===== config.mk =====
export PLATFORM = sky130hd
export DESIGN_NAME = pde_gpio
export DESIGN_NICKNAME = d
export VERILOG_FILES = /design/src/rtl/pde_pkg.sv /design/src/rtl/pde_pin_cell.sv /design/src/rtl/pde_gpio.sv
export SDC_FILE = /design/constraint.sdc
export NUM_CORES = 1
export LEC_CHECK = 0
export BUFFER_PORTS_ARGS = -buffer_cell sky130_fd_sc_hd__buf_2
export CAP_MARGIN = 40
export CORE_ASPECT_RATIO = 1.4
export CORE_MARGIN = 2
export CORE_UTILIZATION = 42
export CTS_CLUSTER_SIZE = 12
export DETAILED_ROUTE_END_ITERATION = 10
export PLACE_DENSITY = 0.71
export SETUP_SLACK_MARGIN = 0.2
export SLEW_MARGIN = 20
export SYNTH_ARGS = -nofsm -noshare
export SYNTH_HDL_FRONTEND = slang
export SYNTH_SLANG_ARGS = --single-unit

===== constraint.sdc =====
create_clock -name ref_clk -period 1.5 [get_ports ref_clk]
set_input_delay 0.075 -clock ref_clk [delete_from_list [all_inputs] [get_ports ref_clk]]
set_output_delay 0.075 -clock ref_clk [all_outputs]
set_load 0.01 [all_outputs]

===== src/rtl/pde_pkg.sv =====
// constants and types for the port d / port e pin-sharing block
package pde_pkg;
  localparam int PDE_PD_W = 7;
  localparam int PDE_PE_W = 3;
  localparam int PDE_PC_W = 6;
  // register offsets
  localparam logic [7:0] PDE_OFS_PD_LATCH = 8'h03;
  localparam logic [7:0] PDE_OFS_PD_DIR   = 8'h07;
  localparam logic [7:0] PDE_OFS_PE_LATCH = 8'h08;
  localparam logic [7:0] PDE_OFS_PE_DIR   = 8'h09;
  localparam logic [7:0] PDE_OFS_PD_FSEL  = 8'h0a;
  localparam logic [7:0] PDE_OFS_SETUP0   = 8'h1f;
  // port d function-select fields
  localparam int PDE_FSEL_PULSE_BIT = 0;
  localparam int PDE_FSEL_DATA_BIT  = 1;
  localparam int PDE_FSEL_CLOCK_BIT = 2;
  // setup-zero fields
  localparam int PDE_CFG_HSYNC_BIT = 0;
  localparam int PDE_CFG_VSYNC_BIT = 1;
  localparam int PDE_CFG_GREEN_BIT = 2;
  // pins used by module functions
  localparam int PDE_PD_PULSE_PIN = 4;
  localparam int PDE_PD_CLOCK_PIN = 3;
  localparam int PDE_PD_DATA_PIN  = 2;
  localparam int PDE_PE_VSYNC_PIN = 2;
  localparam int PDE_PE_HSYNC_PIN = 1;
  localparam int PDE_PE_GREEN_PIN = 0;
  // reset values
  localparam logic [6:0] PDE_RST_PD_DIR  = 7'h00;
  localparam logic [2:0] PDE_RST_PE_DIR  = 3'h0;
  localparam logic [2:0] PDE_RST_PD_FSEL = 3'h0;
  localparam logic [2:0] PDE_RST_SETUP0  = 3'h0;
  localparam logic [7:0] PDE_RST_RDATA   = 8'h00;

  typedef struct packed {
    logic [7:0] addr;
    logic [7:0] wdata;
    logic       wr;
    logic       rd;
  } pde_bus_req_s;

  // one-hot port c pin picked by the converter channel select, all zero for selects above 5
  function automatic logic [PDE_PC_W-1:0] pde_chan_dec(input logic [4:0] sel);
    logic [PDE_PC_W-1:0] hot;
    hot = '0;
    for (int i = 0; i < PDE_PC_W; i++) begin
      if (sel == 5'(i)) begin
        hot[i] = 1'b1;
      end
    end
    return hot;
  endfunction
endpackage


===== src/rtl/pde_pin_cell.sv =====
// pad cell group: input synchroniser and registered output mux
module pde_pin_cell #(
  parameter int W = 1
) (
  // clock and reset
  input  wire logic         ref_clk,
  input  wire logic         resetn,
  // port control
  input  wire logic [W-1:0] latch,
  input  wire logic [W-1:0] dir,
  // module function
  input  wire logic [W-1:0] fn_en,
  input  wire logic [W-1:0] fn_out,
  input  wire logic [W-1:0] fn_oe,
  // pads
  input  wire logic [W-1:0] pad_in,
  output logic      [W-1:0] pad_out,
  output logic      [W-1:0] pad_oe,
  output logic      [W-1:0] pin_level
);
  logic [W-1:0] s1_q;
  logic [W-1:0] s2_q;
  logic [W-1:0] out_q;
  logic [W-1:0] out_d;
  logic [W-1:0] oe_q;
  logic [W-1:0] oe_d;

  // module function takes the pin over from latch and direction
  always_comb begin
    out_d = (fn_en & fn_out) | (~fn_en & latch);
    oe_d  = (fn_en & fn_oe) | (~fn_en & dir);
  end

  always_ff @(posedge ref_clk) begin
    if (!resetn) begin
      s1_q  <= '0;
      s2_q  <= '0;
      out_q <= '0;
      oe_q  <= '0;
    end else begin
      s1_q  <= pad_in;
      s2_q  <= s1_q;
      out_q <= out_d;
      oe_q  <= oe_d;
    end
  end

  assign pad_out   = out_q;
  assign pad_oe    = oe_q;
  assign pin_level = s2_q;
endmodule


===== src/rtl/pde_gpio.sv =====
// port d and port e pin-sharing logic with port c analog override
// Function
// - converter channel forces port c pin analog
// - seven port d latches, kept through reset
// - port d direction one drives, reset clears
// - port d read: latch if output, else pin
// - latch writes always land, inputs unaffected
// - pulse enable gives pin d4 clamp pulse
// - clock enable gives pin d3 link clock
// - data enable gives pin d2 link data
// - three port e directions, reset clears
// - port e read: latch if output, else pin
// - hsync enable drives pin e1
// - vsync enable drives pin e2
// - green enable or timer capture on e0
//
// The address-and-strobe port was decided locally.
module pde_gpio
  import pde_pkg::*;
(
  // clock and reset
  input  wire logic                ref_clk,
  input  wire logic                resetn,
  // register port
  input  wire logic [7:0]          bus_addr,
  input  wire logic [7:0]          bus_wdata,
  input  wire logic                bus_wr,
  input  wire logic                bus_rd,
  output logic      [7:0]          bus_rdata,
  // port d pads
  input  wire logic [PDE_PD_W-1:0] pd_pad_in,
  output logic      [PDE_PD_W-1:0] pd_pad_out,
  output logic      [PDE_PD_W-1:0] pd_pad_oe,
  // port e pads
  input  wire logic [PDE_PE_W-1:0] pe_pad_in,
  output logic      [PDE_PE_W-1:0] pe_pad_out,
  output logic      [PDE_PE_W-1:0] pe_pad_oe,
  // sync processor
  input  wire logic                clamp_pulse,
  input  wire logic                horizontal_sync_out,
  input  wire logic                vertical_sync_out,
  output logic                     green_channel_sync_in,
  // display link serial module
  input  wire logic                link_clock_drive_low,
  input  wire logic                link_data_drive_low,
  output logic                     display_link_clock_line,
  output logic                     display_link_data_line,
  // timer channel 0
  input  wire logic                timer_ch0_edge_select_high,
  input  wire logic                timer_ch0_edge_select_low,
  output logic                     timer_ch0_capture_input,
  // port c override
  input  wire logic [4:0]          converter_channel_select,
  input  wire logic [PDE_PC_W-1:0] pc_dir,
  input  wire logic [PDE_PC_W-1:0] pc_latch,
  output logic      [PDE_PC_W-1:0] pc_pad_out,
  output logic      [PDE_PC_W-1:0] pc_pad_oe,
  output logic      [PDE_PC_W-1:0] pc_analog_sel
);
  pde_bus_req_s req;
  assign req = '{addr: bus_addr, wdata: bus_wdata, wr: bus_wr, rd: bus_rd};

  // registers
  logic [PDE_PD_W-1:0] port_d_latch_q;
  logic [PDE_PD_W-1:0] port_d_latch_d;
  logic [PDE_PE_W-1:0] port_e_latch_q;
  logic [PDE_PE_W-1:0] port_e_latch_d;
  logic [PDE_PD_W-1:0] port_d_direction_q;
  logic [PDE_PD_W-1:0] port_d_direction_d;
  logic [PDE_PE_W-1:0] port_e_direction_q;
  logic [PDE_PE_W-1:0] port_e_direction_d;
  logic [2:0]          port_d_function_select_q;
  logic [2:0]          port_d_function_select_d;
  logic [2:0]          chip_setup_zero_q;
  logic [2:0]          chip_setup_zero_d;
  logic [7:0]          rdata_q;
  logic [7:0]          rdata_d;
  // pin side
  logic [PDE_PD_W-1:0] pd_level;
  logic [PDE_PE_W-1:0] pe_level;
  logic [PDE_PD_W-1:0] pd_fn_en;
  logic [PDE_PD_W-1:0] pd_fn_out;
  logic [PDE_PD_W-1:0] pd_fn_oe;
  logic [PDE_PE_W-1:0] pe_fn_en;
  logic [PDE_PE_W-1:0] pe_fn_out;
  logic [PDE_PE_W-1:0] pe_fn_oe;
  logic [PDE_PD_W-1:0] pd_view;
  logic [PDE_PE_W-1:0] pe_view;
  // module-facing outputs
  logic                green_q;
  logic                green_d;
  logic                capture_q;
  logic                capture_d;
  logic                link_clk_q;
  logic                link_clk_d;
  logic                link_dat_q;
  logic                link_dat_d;
  logic [PDE_PC_W-1:0] pc_out_q;
  logic [PDE_PC_W-1:0] pc_out_d;
  logic [PDE_PC_W-1:0] pc_oe_q;
  logic [PDE_PC_W-1:0] pc_oe_d;
  logic [PDE_PC_W-1:0] pc_ana_q;
  logic [PDE_PC_W-1:0] pc_ana_d;
  logic                tim_edge_on;

  // register writes and read data
  always_comb begin
    port_d_latch_d           = port_d_latch_q;
    port_e_latch_d           = port_e_latch_q;
    port_d_direction_d       = port_d_direction_q;
    port_e_direction_d       = port_e_direction_q;
    port_d_function_select_d = port_d_function_select_q;
    chip_setup_zero_d        = chip_setup_zero_q;
    pd_view = (port_d_direction_q & port_d_latch_q) | (~port_d_direction_q & pd_level);
    pe_view = (port_e_direction_q & port_e_latch_q) | (~port_e_direction_q & pe_level);
    if (req.wr) begin
      case (req.addr)
        PDE_OFS_PD_LATCH: port_d_latch_d = req.wdata[PDE_PD_W-1:0];
        PDE_OFS_PE_LATCH: port_e_latch_d = req.wdata[PDE_PE_W-1:0];
        PDE_OFS_PD_DIR:   port_d_direction_d = req.wdata[PDE_PD_W-1:0];
        PDE_OFS_PE_DIR:   port_e_direction_d = req.wdata[PDE_PE_W-1:0];
        PDE_OFS_PD_FSEL:  port_d_function_select_d = req.wdata[2:0];
        PDE_OFS_SETUP0:   chip_setup_zero_d = req.wdata[2:0];
        default: ;
      endcase
    end
    rdata_d = PDE_RST_RDATA;
    if (req.rd) begin
      case (req.addr)
        PDE_OFS_PD_LATCH: rdata_d = {1'b0, pd_view};
        PDE_OFS_PE_LATCH: rdata_d = {5'h00, pe_view};
        PDE_OFS_PD_DIR:   rdata_d = {1'b0, port_d_direction_q};
        PDE_OFS_PE_DIR:   rdata_d = {5'h00, port_e_direction_q};
        PDE_OFS_PD_FSEL:  rdata_d = {5'h00, port_d_function_select_q};
        PDE_OFS_SETUP0:   rdata_d = {5'h00, chip_setup_zero_q};
        default:          rdata_d = PDE_RST_RDATA;
      endcase
    end
  end

  // data latches carry no reset
  always_ff @(posedge ref_clk) begin
    port_d_latch_q <= port_d_latch_d;
    port_e_latch_q <= port_e_latch_d;
  end

  always_ff @(posedge ref_clk) begin
    if (!resetn) begin
      port_d_direction_q       <= PDE_RST_PD_DIR;
      port_e_direction_q       <= PDE_RST_PE_DIR;
      port_d_function_select_q <= PDE_RST_PD_FSEL;
      chip_setup_zero_q        <= PDE_RST_SETUP0;
      rdata_q                  <= PDE_RST_RDATA;
    end else begin
      port_d_direction_q       <= port_d_direction_d;
      port_e_direction_q       <= port_e_direction_d;
      port_d_function_select_q <= port_d_function_select_d;
      chip_setup_zero_q        <= chip_setup_zero_d;
      rdata_q                  <= rdata_d;
    end
  end

  // function sources per pin; link lines are open drain
  always_comb begin
    pd_fn_en  = '0;
    pd_fn_out = '0;
    pd_fn_oe  = '0;
    pe_fn_en  = '0;
    pe_fn_out = '0;
    pe_fn_oe  = '0;
    pd_fn_en[PDE_PD_PULSE_PIN]  = port_d_function_select_q[PDE_FSEL_PULSE_BIT];
    pd_fn_out[PDE_PD_PULSE_PIN] = clamp_pulse;
    pd_fn_oe[PDE_PD_PULSE_PIN]  = 1'b1;
    pd_fn_en[PDE_PD_CLOCK_PIN]  = port_d_function_select_q[PDE_FSEL_CLOCK_BIT];
    pd_fn_oe[PDE_PD_CLOCK_PIN]  = link_clock_drive_low;
    pd_fn_en[PDE_PD_DATA_PIN]   = port_d_function_select_q[PDE_FSEL_DATA_BIT];
    pd_fn_oe[PDE_PD_DATA_PIN]   = link_data_drive_low;
    pe_fn_en[PDE_PE_HSYNC_PIN]  = chip_setup_zero_q[PDE_CFG_HSYNC_BIT];
    pe_fn_out[PDE_PE_HSYNC_PIN] = horizontal_sync_out;
    pe_fn_oe[PDE_PE_HSYNC_PIN]  = 1'b1;
    pe_fn_en[PDE_PE_VSYNC_PIN]  = chip_setup_zero_q[PDE_CFG_VSYNC_BIT];
    pe_fn_out[PDE_PE_VSYNC_PIN] = vertical_sync_out;
    pe_fn_oe[PDE_PE_VSYNC_PIN]  = 1'b1;
    pe_fn_en[PDE_PE_GREEN_PIN]  = chip_setup_zero_q[PDE_CFG_GREEN_BIT];
  end

  pde_pin_cell #(.W(PDE_PD_W)) u_port_d (
    .ref_clk   (ref_clk),
    .resetn    (resetn),
    .latch     (port_d_latch_q),
    .dir       (port_d_direction_q),
    .fn_en     (pd_fn_en),
    .fn_out    (pd_fn_out),
    .fn_oe     (pd_fn_oe),
    .pad_in    (pd_pad_in),
    .pad_out   (pd_pad_out),
    .pad_oe    (pd_pad_oe),
    .pin_level (pd_level)
  );

  pde_pin_cell #(.W(PDE_PE_W)) u_port_e (
    .ref_clk   (ref_clk),
    .resetn    (resetn),
    .latch     (port_e_latch_q),
    .dir       (port_e_direction_q),
    .fn_en     (pe_fn_en),
    .fn_out    (pe_fn_out),
    .fn_oe     (pe_fn_oe),
    .pad_in    (pe_pad_in),
    .pad_out   (pe_pad_out),
    .pad_oe    (pe_pad_oe),
    .pin_level (pe_level)
  );

  // inputs handed to modules, and port c override
  always_comb begin
    tim_edge_on = timer_ch0_edge_select_high | timer_ch0_edge_select_low;
    green_d     = chip_setup_zero_q[PDE_CFG_GREEN_BIT] & pe_level[PDE_PE_GREEN_PIN];
    capture_d   = ~chip_setup_zero_q[PDE_CFG_GREEN_BIT] & tim_edge_on
                  & pe_level[PDE_PE_GREEN_PIN];
    link_clk_d  = pd_level[PDE_PD_CLOCK_PIN] | ~port_d_function_select_q[PDE_FSEL_CLOCK_BIT];
    link_dat_d  = pd_level[PDE_PD_DATA_PIN] | ~port_d_function_select_q[PDE_FSEL_DATA_BIT];
    pc_ana_d    = pde_chan_dec(converter_channel_select);
    pc_oe_d     = pc_dir & ~pc_ana_d;
    pc_out_d    = pc_latch & ~pc_ana_d;
  end

  always_ff @(posedge ref_clk) begin
    if (!resetn) begin
      green_q    <= 1'b0;
      capture_q  <= 1'b0;
      link_clk_q <= 1'b1;
      link_dat_q <= 1'b1;
      pc_ana_q   <= '0;
      pc_oe_q    <= '0;
      pc_out_q   <= '0;
    end else begin
      green_q    <= green_d;
      capture_q  <= capture_d;
      link_clk_q <= link_clk_d;
      link_dat_q <= link_dat_d;
      pc_ana_q   <= pc_ana_d;
      pc_oe_q    <= pc_oe_d;
      pc_out_q   <= pc_out_d;
    end
  end

  assign bus_rdata               = rdata_q;
  assign green_channel_sync_in   = green_q;
  assign timer_ch0_capture_input = capture_q;
  assign display_link_clock_line = link_clk_q;
  assign display_link_data_line  = link_dat_q;
  assign pc_analog_sel           = pc_ana_q;
  assign pc_pad_oe               = pc_oe_q;
  assign pc_pad_out              = pc_out_q;

  // checks
  property p_pc_analog;
    @(posedge ref_clk) disable iff (!resetn)
    resetn |=> (pc_analog_sel == pde_chan_dec($past(converter_channel_select)))
             && ((pc_pad_oe & pc_analog_sel) == '0);
  endproperty
  a_pc_analog: assert property (p_pc_analog) else $error("port c analog override wrong");

  property p_pd_latch_hold;
    @(posedge ref_clk)
    (!resetn && $past(resetn) && !bus_wr) |=> (port_d_latch_q == $past(port_d_latch_q));
  endproperty
  a_pd_latch_hold: assert property (p_pd_latch_hold) else $error("reset touched latch");

  property p_dir_reset;
    @(posedge ref_clk)
    !resetn |=> (port_d_direction_q == '0) && (port_e_direction_q == '0) ##1 !resetn
             || (pd_pad_oe & ~pd_fn_en) == '0;
  endproperty
  a_dir_reset: assert property (p_dir_reset) else $error("direction not cleared");

  property p_pd_read;
    @(posedge ref_clk) disable iff (!resetn)
    (bus_rd && bus_addr == PDE_OFS_PD_LATCH) |=>
      bus_rdata == {1'b0, ($past(port_d_direction_q) & $past(port_d_latch_q))
                        | (~$past(port_d_direction_q) & $past(pd_level))};
  endproperty
  a_pd_read: assert property (p_pd_read) else $error("port d read wrong");

  property p_pe_read;
    @(posedge ref_clk) disable iff (!resetn)
    (bus_rd && bus_addr == PDE_OFS_PE_LATCH) |=>
      bus_rdata == {5'h00, ($past(port_e_direction_q) & $past(port_e_latch_q))
                         | (~$past(port_e_direction_q) & $past(pe_level))};
  endproperty
  a_pe_read: assert property (p_pe_read) else $error("port e read wrong");

  property p_latch_write;
    @(posedge ref_clk) disable iff (!resetn)
    (bus_wr && bus_addr == PDE_OFS_PD_LATCH) |=> port_d_latch_q == $past(bus_wdata[6:0]);
  endproperty
  a_latch_write: assert property (p_latch_write) else $error("latch write lost");

  property p_pulse_pin;
    @(posedge ref_clk) disable iff (!resetn)
    port_d_function_select_q[PDE_FSEL_PULSE_BIT] |=>
      pd_pad_oe[PDE_PD_PULSE_PIN] && pd_pad_out[PDE_PD_PULSE_PIN] == $past(clamp_pulse);
  endproperty
  a_pulse_pin: assert property (p_pulse_pin) else $error("clamp pin wrong");

  property p_link_pins;
    @(posedge ref_clk) disable iff (!resetn)
    (port_d_function_select_q[PDE_FSEL_CLOCK_BIT] && port_d_function_select_q[PDE_FSEL_DATA_BIT])
      |=> !pd_pad_out[PDE_PD_CLOCK_PIN] && !pd_pad_out[PDE_PD_DATA_PIN]
          && pd_pad_oe[PDE_PD_CLOCK_PIN] == $past(link_clock_drive_low)
          && pd_pad_oe[PDE_PD_DATA_PIN] == $past(link_data_drive_low);
  endproperty
  a_link_pins: assert property (p_link_pins) else $error("link pins wrong");

  property p_sync_pins;
    @(posedge ref_clk) disable iff (!resetn)
    (chip_setup_zero_q[PDE_CFG_HSYNC_BIT] && chip_setup_zero_q[PDE_CFG_VSYNC_BIT]) |=>
      pe_pad_oe[PDE_PE_HSYNC_PIN] && pe_pad_oe[PDE_PE_VSYNC_PIN]
      && pe_pad_out[PDE_PE_HSYNC_PIN] == $past(horizontal_sync_out)
      && pe_pad_out[PDE_PE_VSYNC_PIN] == $past(vertical_sync_out);
  endproperty
  a_sync_pins: assert property (p_sync_pins) else $error("sync pins wrong");

  property p_capture;
    @(posedge ref_clk) disable iff (!resetn)
    (!chip_setup_zero_q[PDE_CFG_GREEN_BIT] && !tim_edge_on) |=> !timer_ch0_capture_input;
  endproperty
  a_capture: assert property (p_capture) else $error("capture leaks");

  property p_io_mode;
    @(posedge ref_clk) disable iff (!resetn)
    (port_d_function_select_q == '0) |=> pd_pad_oe == $past(port_d_direction_q);
  endproperty
  a_io_mode: assert property (p_io_mode) else $error("plain io oe wrong");
  c_pd_read: cover property (@(posedge ref_clk) bus_rd && bus_addr == PDE_OFS_PD_LATCH);
  c_link_on: cover property (@(posedge ref_clk) port_d_function_select_q == 3'h7);
  c_sync_on: cover property (@(posedge ref_clk) chip_setup_zero_q == 3'h3 ##1 pe_pad_oe[1]);
endmodule


# After elaboration in Yosys (flattened, before gate mapping)
# Index checks and enable logic that the tools add are counted.
[totals]
mem_bits_ro = 0
in_bits = 54
wordCells = 81
ramBits = 0
n_memories = 0
ff_bits = 96
output_inout_bits = 50
latchBits = 0
[op_classes]
n_eq_ne = 11
addsub = 0
order_cmp = 0
n_reduce_logical = 8
n_mux = 7
n_mul = 0
div_mod_pow = 0
shift = 0
bitwise_logic = 33
[ops]
columns = ["operator", "n"]
rows = [
  ["$pmux 7 s6", 1],
  ["$and 7x7->7", 4],
  ["$eq 8x4->1 const B", 3],
  ["$or 7x7->7", 3],
  ["$and 3x3->3", 5],
  ["$reduce_and 2->1", 7],
  ["$and 6x6->6", 2],
  ["$and 5x5->5", 2],
  ["$eq 5x2->1 const B", 2],
  ["$eq 5x3->1 const B", 2],
  ["$or 3x3->3", 3],
  ["$eq 8x2->1 const B", 1],
  ["$eq 8x3->1 const B", 1],
  ["$eq 8x5->1 const B", 1],
  ["$not 5->7", 1],
  ["$not 7->7", 1],
  ["$mux 1", 6],
  ["$not 3->3", 2],
  ["$not 6->6", 1],
  ["$eq 5x1->1 const B", 1],
  ["$logic_not 5->1", 1],
  ["$and 1x1->1", 3],
  ["$not 1->1", 3],
  ["$or 1x1->1", 3],
]

# Depth between registers and ports, before layout
[depth]
word_depth = 4
depth_mapped = 6
ltp_nobuf = 4

# Hierarchy
# From an unflattened synthesis, not the netlist that was laid out.
[hier_totals]
hier_cells = 305
hier_area_um2 = 3408.3
[by_module_without_submodules]
columns = ["mod", "n_inst", "area_per_inst_um2", "cells_each", "seq_area_each_um2"]
rows = [
  ["pde_gpio", 1, 2122.0, 202, 1201.2],
  ["pde_pin_cell (u_port_d)", 1, 905.9, 72, 560.5],
  ["pde_pin_cell (u_port_e)", 1, 380.4, 31, 240.2],
]

# Worst setup path after synthesis
# Ideal clock, no wire load.
[synth_path]
path_kind = "input port to flip-flop"
startpoint = "input port bus_addr[4]"
endpoint = "register port_d_latch_q[0] (enable)"
path_slack_ns = 0.222
setup_ns = 0.326
required_ns = 1.174
stages = 3
arrival_time_ns = 0.952
n_path_buf = 0
path_cell_list = "nor2_1 and4bb_2 and2_1"
[synth_between]
elab_chain_cells = 2
[synth_rtl]
columns = ["element", "line", "source"]
rows = [
  ["from (decl)", "pde_gpio.sv:25", "input wire logic [7:0] bus_addr,"],
  ["$eq 8x2->1", "pde_gpio.sv:117", "case (req.addr)"],
  ["$reduce_and 2->1 (no source line)", "-", ""],
  ["to (signal assigned)", "pde_gpio.sv:143", "port_d_latch_q <= port_d_latch_d;"],
  ["to (decl)", "pde_gpio.sv:64", "logic [PDE_PD_W-1:0] port_d_latch_q;"],
]
# Every way passes these cells.
# A chain may end at the register's enable or synchronous reset.

# Worst setup path in the final report
[layout_path]
startpoint = "input port converter_channel_select[4]"
endpoint = "register pc_ana_q[4], in the netlist pc_analog_sel[4]"
[layout_between]
elab_chain_cells = 2
[layout_rtl]
columns = ["element", "line", "source"]
rows = [
  ["from (decl)", "pde_gpio.sv:53", "input wire logic [4:0] converter_channel_select,"],
  ["$eq 5x3->1", "pde_pkg.sv:47", "if (sel == 5'(i)) begin"],
  ["$mux 1", "pde_pkg.sv:47", ""],
  ["to (signal assigned)", "pde_gpio.sv:242", "pc_ana_q <= pc_ana_d;"],
  ["to (decl)", "pde_gpio.sv:102", "logic [PDE_PC_W-1:0] pc_ana_q;"],
]
# Every way passes these cells.

==> impl_metrics.csv <==
group,metric,value,unit
run_status,outcome,"completed",
sta,setup_viol,0,
power_and_ir_drop,p_per_area,1105,nW/µm²
sta,whs,16.72,ps
synthesis,ys_ff_latch,95,
setup_path,startpoint_type,"input port",
cts,cts_buffers,9,
detailed_routing,drt_iter0_drc,115,
detailed_routing,viasPerCell,4.674,
die,die_y,107.9,µm
hold_path,min_path_type,"input port to flop",
setup_path,path_cells,"buf_2 -> dlygate4sd3_1 -> nor3_1 -> dlygate4sd3_1",
power_and_ir_drop,combPwrFrac,0.072,
synthesis,syn_inst,301,
placed_design,gp_congestion,0.8256,
final_layout,fin_util,0.6105,
sta,rsz0062_at_grt,"false",
final_layout,stdcell_count,552,
die,core,7407,µm²
detailed_routing,routed_wl,7473,µm
cts,clock_path_buffers,2,
global_routing,overflow,0,
global_routing,grt_start_max_net_pins,30,
power_and_ir_drop,seqPwrFrac,0.526,
cts,clk_pin_slew_worst_paths,90,ps
synthesis,synthXorXnorAreaFrac,0,
synthesis,synth-simple-area-share,0.2281,
global_routing,grt_pass1_vias,2579,
placed_design,io_buffers,101,
synthesis,synth-edff-count,10,
final_layout,area_growth,39.70,%
die,die-width,78.20,µm
synthesis,async_flop_share,0,
sta,hold_violations,0,
sta,fin_skew,5.845,ps
setup_path,crit_path_max_incr_delay,610,ps
cts,cts_setup_buffers,0,
global_routing,grt_pass1_wl,11910,µm
global_routing,track_usage,0.1852,
final_layout,fillers,628,
sta,finalCritPeriodShare,0.8575,
synthesis,synth_compound_area_frac,0.08775,
die,start_util,0.4370,
cts,root_buffer,"clkbuf_8",
synthesis,yosysWarnings,0,
die,ios,104,
flow_run,drv_cap,0,
synthesis,syn_area_per_cell,10.75,µm²
power_and_ir_drop,switching_share,0.2147,
setup_path,critical_path_class,"input port to flop",
setup_path,slowest_stage,"dlygate4sd3_1",
power_and_ir_drop,power.leakage,2.003,nW
setup_path,worstPathArrival,1600,ps
synthesis,synth_fa_ha_area_frac,0,
cts,tritoncts,"yes",
setup_path,worstPathMaxFanout,4,
power_and_ir_drop,p_sw,0.001073,W
placed_design,dpl.cell_count,495,
synthesis,yosysSeqAreaShare,0.6185,
synthesis,synth_area,3237,µm²
final_layout,nets,504,
detailed_routing,first_pass_iters,4,
placed_design,hpwlAfterDp,4947,µm
detailed_routing,ant_nets,0,
synthesis,synth.net_count,355,
detailed_routing,drc,0,
setup_path,cpMostUsedCell,"dlygate4sd3_1",
global_routing,antenna_found_initial,0,
cts,worstSkewPairLatency,360,ps
setup_path,end_kind,"flop",
cts,cts-htree-levels,3,
sta,min_period,1286,ps
setup_path,cp_num_buf_inv,3,
sta,maxSlewViolCount,0,
sta,setup_tns,0,ps
synthesis,synth.area.mux_share,0.03518,
detailed_routing,avgRoutedWirePerCell,13.54,µm
final_layout,final_cell_mix,"buf_2, dfxtp_1, dlygate4sd3_1, and2_1, o21ai_0",
power_and_ir_drop,irDropWorstVdd,0.6265,mV
power_and_ir_drop,clock_power_share,0.402,
synthesis,ys_types,37,
synthesis,synth_top_family_by_area,"simple AND/OR/NAND/NOR gates",
die,placementRows,37,
power_and_ir_drop,total_power,0.004997,W
power_and_ir_drop,p_int,0.003924,W
cts,clock-sinks,95,
die,die-area,8435,µm²
final_layout,final_layout_size_suffix_gt1_frac,0.3099,
sta,max_freq,777.5,MHz
synthesis,synth_ff_type,"dfxtp_1",
setup_path,required,1810,ps
setup_path,crit_family,"buffers and inverters",
final_layout,diodes,0,
detailed_routing,num_vias,2580,
final_layout,final_common_cell,"buf_2",
path summary, 6_finish.rpt:
path | startpoint | to | slack, ps | depth (start not counted)
worst min-delay path | converter_channel_select[3] | pc_analog_sel[1] | 20 | 3
worst max-delay path | converter_channel_select[4] | pc_analog_sel[4] | 210 | 4
worst min register to register | u_port_e.s1_q[2] | u_port_e.pin_level[2] | 440 | 1
worst max register to register | port_e_direction_q[1] | bus_rdata[1] | 290 | 4
registers in the layout, summed over array words and instances (netlist names), 6 cells and up:
register            flops
bus_rdata               7
pc_analog_sel           6
pc_pad_oe               6
pc_pad_out              6
port_d_direction_q      7
port_d_latch_q          7
u_port_d.pad_oe         7
u_port_d.pad_out        7
u_port_d.pin_level      7
u_port_d.s1_q           7
area by class of cell:
type	instances	area, µm²	area share
inverters	9	33.78	0.007471
well taps	97	121.4	0.02684
multi-input cells	185	1145	0.2532
repair buffers	150	975.9	0.2158
clock inverters	7	120.1	0.02656
clock buffers	9	123.9	0.02739
flip-flops and latches	95	2002	0.4427
repair_timing:
item	4_1_cts	5_1_grt
gates resized for setup	0	2
endpoints found under the setup margin	0	1
hold buffers	41	0
endpoints found under the hold margin	45	0
power groups by stage:
stage               combinational, W  sequential [W]  clock, W
finish                      0.000360         0.00263   0.00201
global route                0.000397         0.00263   0.00214
CTS                         0.000357         0.00263   0.00204
detailed placement          0.000277         0.00269         0
global placement            0.000273         0.00269         0
floorplan                   0.000119         0.00270         0
worst reg2reg max path, cell delays in order (launching register included):
cell and delay [ps]:
dfxtp_1 340, or3b_1 380, a21oi_1 200, o21ai_0 100, a21oi_1 150
Yosys cell counts, types with 2 or more instances:
cell	instances	share of area
dfxtp_1	85	0.53
and2_1	39	0.075
o21ai_0	20	0.031
nand2_1	18	0.021
nor2_1	18	0.021
nand3_1	11	0.017
nor2b_1	11	0.021
a21oi_1	10	0.015
edfxtp_1	10	0.093
inv_1	9	0.010
mux2i_1	8	0.025
clkbuf_1	6	0.0070
o21ai_1	6	0.0093
o21a_1	5	0.012
or3b_2	5	0.014
buf_2	4	0.0062
a22o_1	3	0.0081
a22oi_1	3	0.0070
mux2_2	3	0.010
nand3b_1	3	0.0070
nand4_1	3	0.0058
nor3_1	3	0.0046
or3b_1	3	0.0081
and2_0	2	0.0039
per-stage QoR:
stage	worst slack [ps]	area (µm²)
finish	213.8	4522
global route	178.4	4522
CTS	285.3	4517
detailed placement	102.2	3862
global placement	114.4	3862
floorplan	222.0	3237
metal layers:
layer  vias up  share of wire  global-route usage
met3        19          0.051             0.04195
li1       1305              -                   -
met2        83           0.52              0.3227
met4         0          0.035              0.1165
met5         -              0                   0
met1      1173           0.40              0.2013
logic make-up (layout without fill, tap and decap cells):
group | Yosys count | count (layout)
AO/OA/AOI/OAI | 49 | 49
buffers and inverters | 21 | 175
other | 1 | 1
multiplexers | 11 | 11
flip-flops | 95 | 95
AND/OR/NAND/NOR | 124 | 124
(Power assumes the default switching activity.)
